`src/rtl/qct_map.svh`:
```
// Register offsets, field positions, reset values and timing counts.
// Assumes byte addressing on a 32-bit APB bus, one register per word.
`ifndef QCT_MAP_SVH
`define QCT_MAP_SVH
`define QCT_CLK_HZ       20000000
`define QCT_CNT_MAX_HZ   7500000
`define QCT_MIN_DIV      ((`QCT_CLK_HZ + `QCT_CNT_MAX_HZ - 1) / `QCT_CNT_MAX_HZ)
`define QCT_OFS_PRESCALE 8'h00
`define QCT_OFS_POWER    8'h04
`define QCT_OFS_SENSE    8'h08
`define QCT_OFS_ENABLE   8'h0c
`define QCT_OFS_STATUS   8'h10
`define QCT_OFS_CLEAR    8'h14
`define QCT_OFS_VECTOR   8'h18
`define QCT_OFS_CNT_LO   8'h20
`define QCT_OFS_CNT_HI   8'h5c
`define QCT_RST_DIV      16'h0004
`define QCT_CMD_MODE     2:0
`define QCT_CMD_SRC      4:3
`define QCT_CMD_SWCTL    5
`define QCT_CMD_PINB     6
`define QCT_CMD_RUN      7
`define QCT_PWR_CNT_OFF  0
`define QCT_PWR_LA_OFF   1
`endif

```
`src/rtl/qct_pkg.sv`:
```
// Types shared by the counter/timer block and its parts.
// Assumes the map header is compiled alongside.
`default_nettype none
package qct_pkg;
  // Counter modes, held in the low command bits
  typedef enum logic [2:0] {m_wave, m_pulse, m_event, m_capture, m_wdog} mode_t;
  // Control input sources
  typedef enum logic [1:0] {src_sw, src_pin, src_cell} src_t;
  // Highest set bit wins
  function automatic logic [2:0] top_index(input logic [7:0] v);
    logic [2:0] r;
    r = 3'h0;
    for (int i = 0; i < 8; i++) begin
      if (v[i]) r = 3'(i);
    end
    return r;
  endfunction : top_index
endpackage : qct_pkg
`default_nettype wire

```
`src/rtl/count_unit.sv`:
```
// One counter/timer channel with five modes.
// Assumes tick is a one-cycle pulse and ctrl is already in the pclk domain.
`default_nettype none
module count_unit import qct_pkg::*; #(
  parameter int CNT_W = 16
) (
  input  wire logic             pclk,
  input  wire logic             presetn,
  input  wire logic             tick,     // Prescaled counter clock pulse
  input  wire logic             run,      // Channel enable
  input  wire mode_t            mode,     // Operating mode
  input  wire logic [CNT_W-1:0] reload,   // End or start value
  input  wire logic             ctrl,     // Gate, trigger or kick
  output logic      [CNT_W-1:0] count,
  output logic      [CNT_W-1:0] capture,
  output logic                  out,
  output logic                  tc
);
  typedef struct packed {
    logic [CNT_W-1:0] cnt;   // Running count
    logic [CNT_W-1:0] cap;   // Last captured value
    logic             out;   // Waveform, pulse or expiry level
    logic             tc;    // Terminal count
    logic             ctl_q; // Previous ctrl for edges
    logic             busy;  // Pulse in progress
  } cu_t;
  cu_t s, next_s;
  logic edge_c;
  assign edge_c = ctrl & ~s.ctl_q;

  // Mode behaviour
  always_comb begin
    next_s = s;
    next_s.ctl_q = ctrl;
    next_s.tc = s.tc & ~tick; // Hold for one counter period
    if (!run) begin
      next_s.cnt = (mode == m_wave || mode == m_pulse || mode == m_wdog) ? reload : '0;
      next_s.out = 1'b0;
      next_s.tc = 1'b0;
      next_s.busy = 1'b0;
    end else begin
      case (mode)
        m_wave: begin
          if (tick && ctrl) begin
            if (s.cnt == '0) begin
              next_s.cnt = reload;
              next_s.out = ~s.out;
              next_s.tc = 1'b1;
            end else next_s.cnt = s.cnt - 1'b1;
          end
        end
        m_pulse: begin
          if (edge_c && !s.busy) begin
            next_s.cnt = reload;
            next_s.busy = 1'b1;
            next_s.out = 1'b1;
          end else if (tick && s.busy) begin
            if (s.cnt == '0) begin
              next_s.busy = 1'b0;
              next_s.out = 1'b0;
              next_s.tc = 1'b1;
            end else next_s.cnt = s.cnt - 1'b1;
          end
        end
        m_event: begin
          if (edge_c) begin
            if (s.cnt == reload) begin
              next_s.cnt = '0;
              next_s.tc = 1'b1;
            end else next_s.cnt = s.cnt + 1'b1;
          end
        end
        m_capture: begin
          if (edge_c) next_s.cap = s.cnt;
          if (tick) begin
            next_s.cnt = s.cnt + 1'b1;
            if (s.cnt == '1) next_s.tc = 1'b1;
          end
        end
        m_wdog: begin
          // Kick reloads and clears the output, then counting restarts; expiry holds until kicked
          if (edge_c) begin
            next_s.cnt = reload;
            next_s.out = 1'b0;
          end else if (tick && s.cnt != '0) begin
            next_s.cnt = s.cnt - 1'b1;
            if (s.cnt == CNT_W'(1)) begin
              next_s.out = 1'b1;
              next_s.tc = 1'b1;
            end
          end
        end
        default: next_s = s;
      endcase
    end
  end

  // State register
  always_ff @(posedge pclk or negedge presetn) begin
    if (!presetn) s <= '0;
    else s <= next_s;
  end
  assign count = s.cnt;
  assign capture = s.cap;
  assign out = s.out;
  assign tc = s.tc;
endmodule : count_unit
`default_nettype wire

```
`src/rtl/irq_ctrl.sv`:
```
// Eight-input interrupt controller: sense select, mask, priority.
// Assumes requests and clears are in the pclk domain.
`default_nettype none
module irq_ctrl import qct_pkg::*; (
  input  wire logic       pclk,
  input  wire logic       presetn,
  input  wire logic [7:0] req,    // Raw requests
  input  wire logic [7:0] sense,  // 1 edge, 0 level
  input  wire logic [7:0] enable, // Mask, 1 lets through
  input  wire logic [7:0] clr,    // Clear pulses for latched edges
  output logic      [7:0] pend,
  output logic      [3:0] vector, // Valid in bit 3
  output logic            irq
);
  typedef struct packed {
    logic [7:0] req_q; // Previous request levels
    logic [7:0] latch; // Edge latches
    logic [3:0] vec;
    logic       irq;
  } ic_t;
  ic_t s, next_s;
  logic [7:0] act;
  assign pend = (s.latch & sense) | (req & ~sense);
  assign act = pend & enable;

  // Set wins over a same-cycle clear
  always_comb begin
    next_s = s;
    next_s.req_q = req;
    next_s.latch = (s.latch & ~clr) | (req & ~s.req_q);
    next_s.irq = |act;
    next_s.vec = {|act, top_index(act)};
  end

  // State register
  always_ff @(posedge pclk or negedge presetn) begin
    if (!presetn) s <= '0;
    else s <= next_s;
  end
  assign vector = s.vec;
  assign irq = s.irq;
endmodule : irq_ctrl
`default_nettype wire

```
`src/rtl/quad_counter_timer_with_irq.sv`:
```
// Four counter/timers with a shared prescaler and an interrupt controller.
// Assumes an APB master on pclk; logic-array signals share pclk, pins do not.
// Operation
// - Four independent 16-bit counters, one clock
// - Prescaler divides input; counter clock capped
// - Five modes chosen by command register
// - Control source: software, pin or macrocell
// - Waveform and pulse outputs drive port pins
// - Watchdog output goes only to logic array
// - Eight requests: counts, macrocells, product terms
// - Each request level or edge sensitive
// - Highest numbered pending request wins
// - Each request individually maskable
// - Counter and logic-array clocks can stop
`include "qct_map.svh"
`default_nettype none
module quad_counter_timer_with_irq import qct_pkg::*; #(
  parameter int CNT_W = 16
) (
  input  wire logic        pclk,
  input  wire logic        presetn,
  input  wire logic        psel,
  input  wire logic        penable,
  input  wire logic        pwrite,
  input  wire logic [7:0]  paddr,
  input  wire logic [31:0] pwdata,
  output logic      [31:0] prdata,
  output logic             pready,
  output logic             pslverr,
  input  wire logic [3:0]  ext_ctrl,                // Control pins, unsynchronised
  input  wire logic [3:0]  cell_ctrl,               // Peripheral logic array macrocells
  input  wire logic [1:0]  cell_irq,                // Macrocell interrupt requests
  input  wire logic [1:0]  term_irq,                // Product term requests
  output logic      [3:0]  port_a_out,
  output logic      [3:0]  port_a_oe,
  output logic      [3:0]  port_b_out,
  output logic      [3:0]  port_b_oe,
  output logic      [3:0]  watchdog_to_logic_array,
  output logic             la_clk_en,               // Peripheral logic array clock on
  output logic             irq
);
  // Width must fit the 16-bit data fields
  if (CNT_W < 2 || CNT_W > 16) begin : g_bad_width
    $error("CNT_W must be 2..16");
  end

  localparam logic [15:0] MIN_DIV = 16'(`QCT_MIN_DIV);

  typedef struct packed {
    logic [15:0]           div;     // Prescaler divisor
    logic [15:0]           pcnt;    // Prescaler count
    logic                  tick;    // Counter clock pulse
    logic [1:0]            pwr;     // Clock gating bits
    logic [7:0]            sense;   // Request sensitivity
    logic [7:0]            ien;     // Request mask
    logic [7:0]            clr;     // Clear pulses
    logic [3:0][7:0]       cmd;     // Per-counter command
    logic [3:0][CNT_W-1:0] reload;  // Per-counter end or start value
    logic [3:0]            s1;      // Pin sync first stage
    logic [3:0]            s2;      // Pin sync second stage
    logic [3:0]            pa_out;
    logic [3:0]            pa_oe;
    logic [3:0]            pb_out;
    logic [3:0]            pb_oe;
    logic [3:0]            wdog;
    logic                  la_en;
    logic                  ready;
    logic [31:0]           rdata;
    logic                  err;
  } top_t;
  top_t s, next_s;

  // Channel wiring
  logic [3:0][CNT_W-1:0] cnt_val;
  logic [3:0][CNT_W-1:0] cap_val;
  logic [3:0]            ch_out;
  logic [3:0]            ch_tc;
  logic [3:0]            ctrl;
  logic [3:0]            wd_mode;
  logic [3:0]            wp_mode;
  logic [7:0]            pend;
  logic [3:0]            vector;
  logic [7:0]            req;

  // Counter region decode, shared by read and write paths
  function automatic logic in_cnt(input logic [7:0] a);
    return a >= `QCT_OFS_CNT_LO && a <= `QCT_OFS_CNT_HI;
  endfunction : in_cnt

  // Any mapped address
  function automatic logic is_hit(input logic [7:0] a);
    return a[1:0] == 2'b00 && (a <= `QCT_OFS_VECTOR || in_cnt(a));
  endfunction : is_hit

  // Per-channel mode and source selection
  always_comb begin
    for (int i = 0; i < 4; i++) begin
      wd_mode[i] = mode_t'(s.cmd[i][`QCT_CMD_MODE]) == m_wdog;
      wp_mode[i] = mode_t'(s.cmd[i][`QCT_CMD_MODE]) == m_wave ||
                   mode_t'(s.cmd[i][`QCT_CMD_MODE]) == m_pulse;
      case (src_t'(s.cmd[i][`QCT_CMD_SRC]))
        src_sw:   ctrl[i] = s.cmd[i][`QCT_CMD_SWCTL];
        src_pin:  ctrl[i] = s.s2[i];
        src_cell: ctrl[i] = cell_ctrl[i];
        default:  ctrl[i] = 1'b0;
      endcase
    end
  end

  // Four identical channels on one tick
  for (genvar g = 0; g < 4; g++) begin : g_ch
    count_unit #(.CNT_W(CNT_W)) u_ch (
      .pclk    (pclk),
      .presetn (presetn),
      .tick    (s.tick),
      .run     (s.cmd[g][`QCT_CMD_RUN]),
      .mode    (mode_t'(s.cmd[g][`QCT_CMD_MODE])),
      .reload  (s.reload[g]),
      .ctrl    (ctrl[g]),
      .count   (cnt_val[g]),
      .capture (cap_val[g]),
      .out     (ch_out[g]),
      .tc      (ch_tc[g])
    );
  end

  // Request order fixes priority: product terms on top
  assign req = {term_irq, cell_irq, ch_tc};

  irq_ctrl u_irq (
    .pclk    (pclk),
    .presetn (presetn),
    .req     (req),
    .sense   (s.sense),
    .enable  (s.ien),
    .clr     (s.clr),
    .pend    (pend),
    .vector  (vector),
    .irq     (irq)
  );

  // Register read value
  function automatic logic [31:0] rd_val(input logic [7:0] a);
    logic [31:0] r;
    logic [1:0]  ch;
    r = 32'h0;
    ch = 2'((a - `QCT_OFS_CNT_LO) >> 4);
    if (a == `QCT_OFS_PRESCALE) r[15:0] = s.div;
    else if (a == `QCT_OFS_POWER) r[1:0] = s.pwr;
    else if (a == `QCT_OFS_SENSE) r[7:0] = s.sense;
    else if (a == `QCT_OFS_ENABLE) r[7:0] = s.ien;
    else if (a == `QCT_OFS_STATUS) r[7:0] = pend;
    else if (a == `QCT_OFS_VECTOR) r[3:0] = vector;
    else if (in_cnt(a)) begin
      if (a[3:2] == 2'd0) r[7:0] = s.cmd[ch];
      else if (a[3:2] == 2'd1) r[CNT_W-1:0] = s.reload[ch];
      else if (a[3:2] == 2'd2) r[CNT_W-1:0] = cnt_val[ch];
      else r[CNT_W-1:0] = cap_val[ch];
    end
    return r;
  endfunction : rd_val

  // Next state of the whole block
  always_comb begin
    logic [15:0] eff;
    logic [1:0]  ch;
    eff = '0;
    ch = '0;
    next_s = s;
    // Two-stage pin sync; first stage feeds only the second
    next_s.s1 = ext_ctrl;
    next_s.s2 = s.s1;
    // Prescaler with a floor that keeps the counter clock in range
    eff = (s.div < MIN_DIV) ? MIN_DIV : s.div;
    if (s.pwr[`QCT_PWR_CNT_OFF]) begin
      next_s.pcnt = '0;
      next_s.tick = 1'b0;
    end else if (s.pcnt >= eff - 16'd1) begin
      next_s.pcnt = '0;
      next_s.tick = 1'b1;
    end else begin
      next_s.pcnt = s.pcnt + 16'd1;
      next_s.tick = 1'b0;
    end
    next_s.la_en = ~s.pwr[`QCT_PWR_LA_OFF];
    // Output routing
    for (int i = 0; i < 4; i++) begin
      next_s.pa_oe[i] = wp_mode[i] && !s.cmd[i][`QCT_CMD_PINB];
      next_s.pb_oe[i] = wp_mode[i] && s.cmd[i][`QCT_CMD_PINB];
      next_s.pa_out[i] = next_s.pa_oe[i] & ch_out[i];
      next_s.pb_out[i] = next_s.pb_oe[i] & ch_out[i];
      next_s.wdog[i] = wd_mode[i] & ch_out[i];
    end
    // APB: answer one cycle after setup
    next_s.clr = '0;
    next_s.ready = 1'b0;
    next_s.err = 1'b0;
    if (psel && !penable) begin
      next_s.ready = 1'b1;
      next_s.err = !is_hit(paddr);
      next_s.rdata = pwrite ? 32'h0 : rd_val(paddr);
    end
    if (psel && penable && s.ready && pwrite && is_hit(paddr)) begin
      ch = 2'((paddr - `QCT_OFS_CNT_LO) >> 4);
      if (paddr == `QCT_OFS_PRESCALE) next_s.div = pwdata[15:0];
      else if (paddr == `QCT_OFS_POWER) next_s.pwr = pwdata[1:0];
      else if (paddr == `QCT_OFS_SENSE) next_s.sense = pwdata[7:0];
      else if (paddr == `QCT_OFS_ENABLE) next_s.ien = pwdata[7:0];
      else if (paddr == `QCT_OFS_CLEAR) next_s.clr = pwdata[7:0];
      else if (in_cnt(paddr)) begin
        if (paddr[3:2] == 2'd0) next_s.cmd[ch] = pwdata[7:0];
        else if (paddr[3:2] == 2'd1) next_s.reload[ch] = pwdata[CNT_W-1:0];
      end
    end
  end

  // State register
  always_ff @(posedge pclk or negedge presetn) begin
    if (!presetn) begin
      s <= '0;
      s.div <= `QCT_RST_DIV;
      s.la_en <= 1'b1;
    end else begin
      s <= next_s;
    end
  end

  // Outputs straight from flops
  assign prdata = s.rdata;
  assign pready = s.ready;
  assign pslverr = s.err;
  assign port_a_out = s.pa_out;
  assign port_a_oe = s.pa_oe;
  assign port_b_out = s.pb_out;
  assign port_b_oe = s.pb_oe;
  assign watchdog_to_logic_array = s.wdog;
  assign la_clk_en = s.la_en;
endmodule : quad_counter_timer_with_irq
`default_nettype wire

```
`config.mk`:
```
export PLATFORM = sky130hd
export DESIGN_NAME = quad_counter_timer_with_irq
export DESIGN_NICKNAME = d
export VERILOG_FILES = /design/src/rtl/qct_pkg.sv /design/src/rtl/count_unit.sv /design/src/rtl/irq_ctrl.sv /design/src/rtl/quad_counter_timer_with_irq.sv
export VERILOG_INCLUDE_DIRS = /design/src /design/src/rtl
export SDC_FILE = /design/constraint.sdc
export NUM_CORES = 1
export LEC_CHECK = 0
export CORE_ASPECT_RATIO = 0.75
export CORE_MARGIN = 1.5
export CORE_UTILIZATION = 47
export CTS_CLUSTER_DIAMETER = 200
export DETAILED_ROUTE_END_ITERATION = 8
export DONT_BUFFER_PORTS = 1
export PLACE_DENSITY_LB_ADDON = 0.08
export RECOVER_POWER = 25
export SYNTH_ARGS = -nofsm -noshare
export SYNTH_HDL_FRONTEND = slang
export SYNTH_SLANG_ARGS = --single-unit
```
`constraint.sdc`:
```
create_clock -name pclk -period 3.5 [get_ports pclk]
set_input_delay 0.35 -clock pclk [delete_from_list [all_inputs] [get_ports pclk]]
set_output_delay 0.35 -clock pclk [all_outputs]
set_load 0.01 [all_outputs]
```
# After elaboration in Yosys (flattened, before gate mapping)
# Index checks and enable logic that the tools add are counted.
[op_classes]
add_sub_neg = 11
n_mul = 0
n_div = 0
n_lt_le_gt_ge = 7
n_eq_ne = 104
shift = 0
muxes = 214
bitwise = 46
n_reduce_logical = 97
[ops]
columns = ["cell", "count"]
rows = [
  ["2-to-1 mux 16 bit", 67],
  ["2-to-1 mux 104 bit", 5],
  ["one-hot mux 16 bit (5 select lines)", 4],
  ["2-to-1 mux 96 bit", 2],
  ["2-to-1 mux 64 bit", 2],
  ["binary-select mux 16 bit (select 2 bit)", 3],
  ["2-to-1 mux 8 bit", 11],
  ["adder 16 x 1 -> 16 bit, second input constant", 5],
  ["subtractor 16 x 1 -> 16 bit, second input constant", 5],
  ["bitwise mux 64 bit", 1],
  ["== test 16 x 1 -> 1 bit, second input constant", 4],
  ["== test 16 bit", 4],
  ["== test 16 bit, second input constant", 4],
  ["zero test 16 bit", 4],
  ["!= test 4 x 2 -> 1 bit, second input constant", 16],
  ["nonzero test 16 bit", 4],
  ["2-to-1 mux 1 bit", 61],
  ["2-to-1 mux 2 bit", 29],
  ["AND reduction 7 bit", 8],
  ["bitwise AND 8 bit", 5],
  ["!= test 3 x 2 -> 1 bit, second input constant", 12],
  ["2-to-1 mux 17 bit", 2],
  ["2-to-1 mux 34 bit", 1],
  ["bitwise mux 32 bit", 1],
  ["51 further kinds", 219],
]
[word_totals]
ff_bits = 383
latch_bits = 0
ramBits = 0
romBits = 0
mem_count = 0

# Depth between registers and ports, before layout
[depth]
word_depth = 24
mapped_depth = 21
ltp_nobuf = 19

# Hierarchy
# From an unflattened synthesis, not the netlist that was laid out.
[hier_totals]
cells_unflattened = 2721
area_unflattened_um2 = 26040.0
[by_module_without_submodules]
columns = ["mod", "instances", "cells_each", "area_each_um2"]
rows = [
  ["quad_counter_timer_with_irq", 1, 899, 10966.8],
  ["count_unit (g_ch[1].u_ch ...)", 2, 458, 3726.1],
  ["count_unit (g_ch[0].u_ch)", 1, 420, 3398.3],
  ["count_unit (g_ch[3].u_ch)", 1, 413, 3397.0],
  ["irq_ctrl", 1, 73, 825.8],
]

# Least setup slack after synthesis
# OpenSTA, ideal clock, no wires.
[synth_path]
path_kind = "reg2reg"
from = "register s[216] (netlist name)"
to = "register s[192] (netlist name)"
setup_ps = 136
arrival_time_ps = 3496
required_time_ps = 3364
slack_ps = -132
path_stages_with_launch = 19
path_buffers = 1
period_less_slack_ps = 3632
cell_sequence = "dfrtp_1 or4_1 nor4_1 nor2_1 ha_1 nand2b_1 nor4_1 nand2b_1 nor4_1 xnor2_1 ha_1 a21o_1 a21oi_1 nand2_1 a21oi_1 a211o_1 o21ai_1 clkbuf_1 nor3_1"
[synth_lines]
columns = ["item", "line", "rtl"]
rows = [
  ["start, declared", "quad_counter_timer_with_irq.sv:71", "top_t s, next_s;"],
  ["start signal, assigned", "quad_counter_timer_with_irq.sv:224", "s <= next_s;"],
]

==> impl_metrics.csv <==
group,metric,value,unit
sta,period_minus_slack,3510,ps
global_route,grt_use_total,30.8,%
logic_synthesis,syn_area,23800,µm²
clocking,clock-sinks,366,
setup_path,arrival,3940,ps
floorplanning,placementRows,71,
setup_path,path_buf_inv,1,
logic_synthesis,synth_top_area_cell,"dfrtp_1",
floorplanning,die_w,263,µm
place,port_buffers,0,
logic_synthesis,synth_xor_area_share,6.33,%
setup_path,cp_common_cell,"nand2b_1",
setup_path,path_class,"reg2reg",
clocking,clock_path_buffers,3,
global_route,grt_remaining_overflow,0,
logic_synthesis,synth_area_per_cell,10.1,µm²
logic_synthesis,synthAdderAreaFrac,1.79,%
setup_path,end_kind,"register",
logic_synthesis,synth_area_leaders,"dfrtp_1 38%, mux2_2 9.7%, mux4_2 6.0%, xor2_1 3.5%, xnor2_1 2.9%",
setup_path,crit_required,3920,ps
sta,finalHoldViolCount,364,
pwr,leakagePower,0.0120,µW
sta,rsz0062_at_grt,"yes",
clocking,cts_buffers,42,
logic_synthesis,async_flop_share,100,%
logic_synthesis,ys_warn_count,0,
cells_and_area,areaGrowthSynthToFinish,10.1,%
pwr,p_seq_share,45.5,%
logic_synthesis,seq_area_frac_synth,38.5,%
route,initialDrtViolationCount,2264,
cells_and_area,finalNonFillerCells,3040,
cells_and_area,final_util,52.3,%
logic_synthesis,synth-simple-area-share,15.7,%
sta,fmax,0.285,GHz
logic_synthesis,yosys-mux-area-fraction,16.8,%
pwr,power_switching,2340,µW
cells_and_area,stdcell_area,26200,µm²
pwr,power.internal,7190,µW
clocking,clkLatencyLatePin,580,ps
pwr,p_per_area,364,nW/µm²
place,placed_cells,2940,
global_route,antenna_found_initial,2,
floorplanning,coreArea,50100,µm²
logic_synthesis,syn_inst,2363,
route,drc_errors,0,
cells_and_area,drive_gt1_share,23.8,%
cells_and_area,fillers,4507,
setup_path,cp-start-kind,"register",
cells_and_area,final_net_count,2444,
place,hpwlAfterDp,57800,µm
sta,clock_skew,26.2,ps
global_route,grt_max_degree,367,
route,vias,19500,
setup_path,cp_max_fo,17,
logic_synthesis,synth-edff-count,0,
sta,hold-worst-slack,-502,ps
route,antenna_left,0,
place,gp_congestion,0.924,
clocking,h-tree-depth,2,
place,dpl-instance-area,24400,µm²
logic_synthesis,yosysUniqueCellTypes,108,
clocking,cts_tree,"done",
pwr,ir_worst_vdd,0.000262,V
clocking,root_buffer,"clkbuf_16",
route,drt-total-wl,80300,µm
setup_path,slowest_stage,"or4_4",
setup_path,crit_chain,"or4_4 > nor4_4 > nor2_1 > ha_2 > nand2b_1 > nor4_2 > nand2b_1 > nor4_1 > xnor2_1 > ha_1 > a21o_1 > a21oi_2 > nand2_2 > a211oi_2 > o21ai_2 > buf_12 > nor2b_1",
pwr,clockPowerShare,47.7,%
sta,setup_violations,1,
clocking,cts.hold.buffers_added,25,
floorplanning,die_h,198,µm
sta,tightest_slew,1520,ps
setup_path,slowest_delay,570,ps
setup_path,critPathTopFamily,"simple AND/OR/NAND/NOR gates",
floorplanning,start_util,47.5,%
place,place_ws,-181,ps
route,via_per_inst,6.41,
logic_synthesis,synth-compound-area-share,14.1,%
setup_path,worstSetupStartpoint,"s[213]$_DFFE_PN0P_",
job,maxCapViolations,0,
floorplanning,die_area,52000,µm²
logic_synthesis,synth_most_common_cell,"dfrtp_1",
global_route,grt_pass1_wl,121000,µm
route,wl_per_cell,26.4,µm
sta,slew_viol_final,30,
floorplanning,io_pins,113,
sta,setup_slack,-12.7,ps
sta,slew_headroom,-1.31,%
logic_synthesis,synth_top_area_share,38.3,%
sta,period_share,100,%
status,status,"finished with violations",
logic_synthesis,synth-seq-cells,366,
logic_synthesis,synth_common_cells,"364 x dfrtp_1, 205 x mux2_2, 169 x nand2_1",
global_route,grt_pass1_vias,18200,
setup_path,reg2reg_from,"s[213]$_DFFE_PN0P_",
logic_synthesis,synth_top_family_by_area,"multiplexers",
pwr,power_frac_comb,6.8,%
route,dr.pass1.iters,6,
clocking,clkTransAtPathRegs,60,ps
min_path,hold_path_class,"in2async",
pwr,p_sw_share,24.6,%
logic_synthesis,synth_flop_cell,"dfrtp_1",
status,violations,"hold timing, slew limit, setup timing",
==> metrics by stage <==
step | setup TNS (ps) | power [µW]
2_1_floorplan | 0 | 4810
5_1_grt | -2930 | 9820
3_5_place_dp | -2360 | 4950
6_report | -12.7 | 9520
3_3_place_gp | -2100 | 4950
4_1_cts | 0 | 9570
==> layer usage <==
metal / part of all wire (%) / track usage (%) / wire length (µm)
met1: 46 / 46.6 / 37100
met3: 9.2 / 6.63 / 7350
met4: 2.8 / 9.06 / 2220
met5: 0 / 0 / 0
met2: 42 / 43.9 / 33700
==> logic make-up (layout without fill, tap and decap cells) <==
group                    count (synthesis)  after routing
XOR/XNOR                               172            172
other                                    1             18
AND/OR/NAND/NOR                        702            702
multiplexers                           292            292
buffers and inverters                  305            308
flip-flops                             366            366
AO/OA/AOI/OAI                          491            491
adder cells (fa/ha/maj)                 34             34
==> final timing paths <==
| path | endpoint | slack (ps) | depth (start not counted) |
|---|---|---|---|
| setup reg to reg | s[185]$_DFF_PN0_ | -10 | 17 |
| min in group pclk | pslverr$_DFF_PN0_ | 30 | 2 |
| hold reg to reg | s[57]$_DFF_PN0_ | 360 | 0 |
| hold / removal | port_b_oe[0]$_DFF_PN0_ | -500 | 0 |
| setup / recovery | s[185]$_DFF_PN0_ | -10 | 17 |
| max in group asynchronous | g_ch[1].u_ch.count[14]$_DFFE_PN0P_ | 2810 | 0 |
==> power groups by stage <==
stage	Clock, µW	Sequential (µW)	Combinational [µW]
2_1_floorplan	0	4370	437
5_1_grt	4790	4340	693
3_3_place_gp	0	4410	540
4_1_cts	4620	4330	616
6_report	4540	4330	648
3_5_place_dp	0	4410	547
==> cells in the final DEF (no fill, tap or decap), types with 18 or more instances in the layout <==
| cell type | synthesis | routed |
|---|---|---|
| dfrtp_1 | 364 | 364 |
| mux2_2 | 205 | 205 |
| nand2_1 | 169 | 168 |
| nor2_1 | 147 | 146 |
| buf_4 | 63 | 143 |
| a21oi_1 | 116 | 114 |
| xor2_1 | 94 | 94 |
| o21ai_0 | 85 | 84 |
| xnor2_1 | 78 | 78 |
| nor3_1 | 81 | 68 |
| inv_1 | 64 | 64 |
| mux4_2 | 63 | 63 |
| nand3_1 | 54 | 54 |
| clkbuf_16 | 0 | 42 |
| and3_1 | 36 | 36 |
| ha_1 | 34 | 33 |
| o31ai_1 | 32 | 32 |
| nand4_1 | 29 | 29 |
| o22ai_1 | 27 | 27 |
| nor4_1 | 30 | 26 |
| and2_1 | 25 | 25 |
| dlygate4sd3_1 | 0 | 25 |
| nor2b_1 | 23 | 23 |
| a221oi_1 | 23 | 23 |
| o221ai_1 | 20 | 20 |
| a22oi_1 | 18 | 18 |
==> what timing repair did <==
action / 4_1_cts / 5_1_grt
pin swaps: 1 / 7
gates resized for setup: 6 / 19
buffers inserted: 0 / 1
cloned: 0 / 0
hold endpoints to repair: 517 / 364
setup endpoints to repair: 17 / 17
==> layout make-up <==
| class | count | area [µm²] | share of cell area, % |
|---|---|---|---|
| diodes | 2 | 5.00 | 0.0191 |
| repair buffers | 170 | 1360 | 5.21 |
| clock inverters | 15 | 209 | 0.798 |
| clock buffers | 57 | 1180 | 4.49 |
| multi-input cells | 1707 | 13200 | 50.4 |
| well taps | 657 | 822 | 3.14 |
| inverters | 66 | 248 | 0.946 |
| flip-flops and latches | 366 | 9160 | 35.0 |
Note: power is estimated with default switching activity, not from simulation.
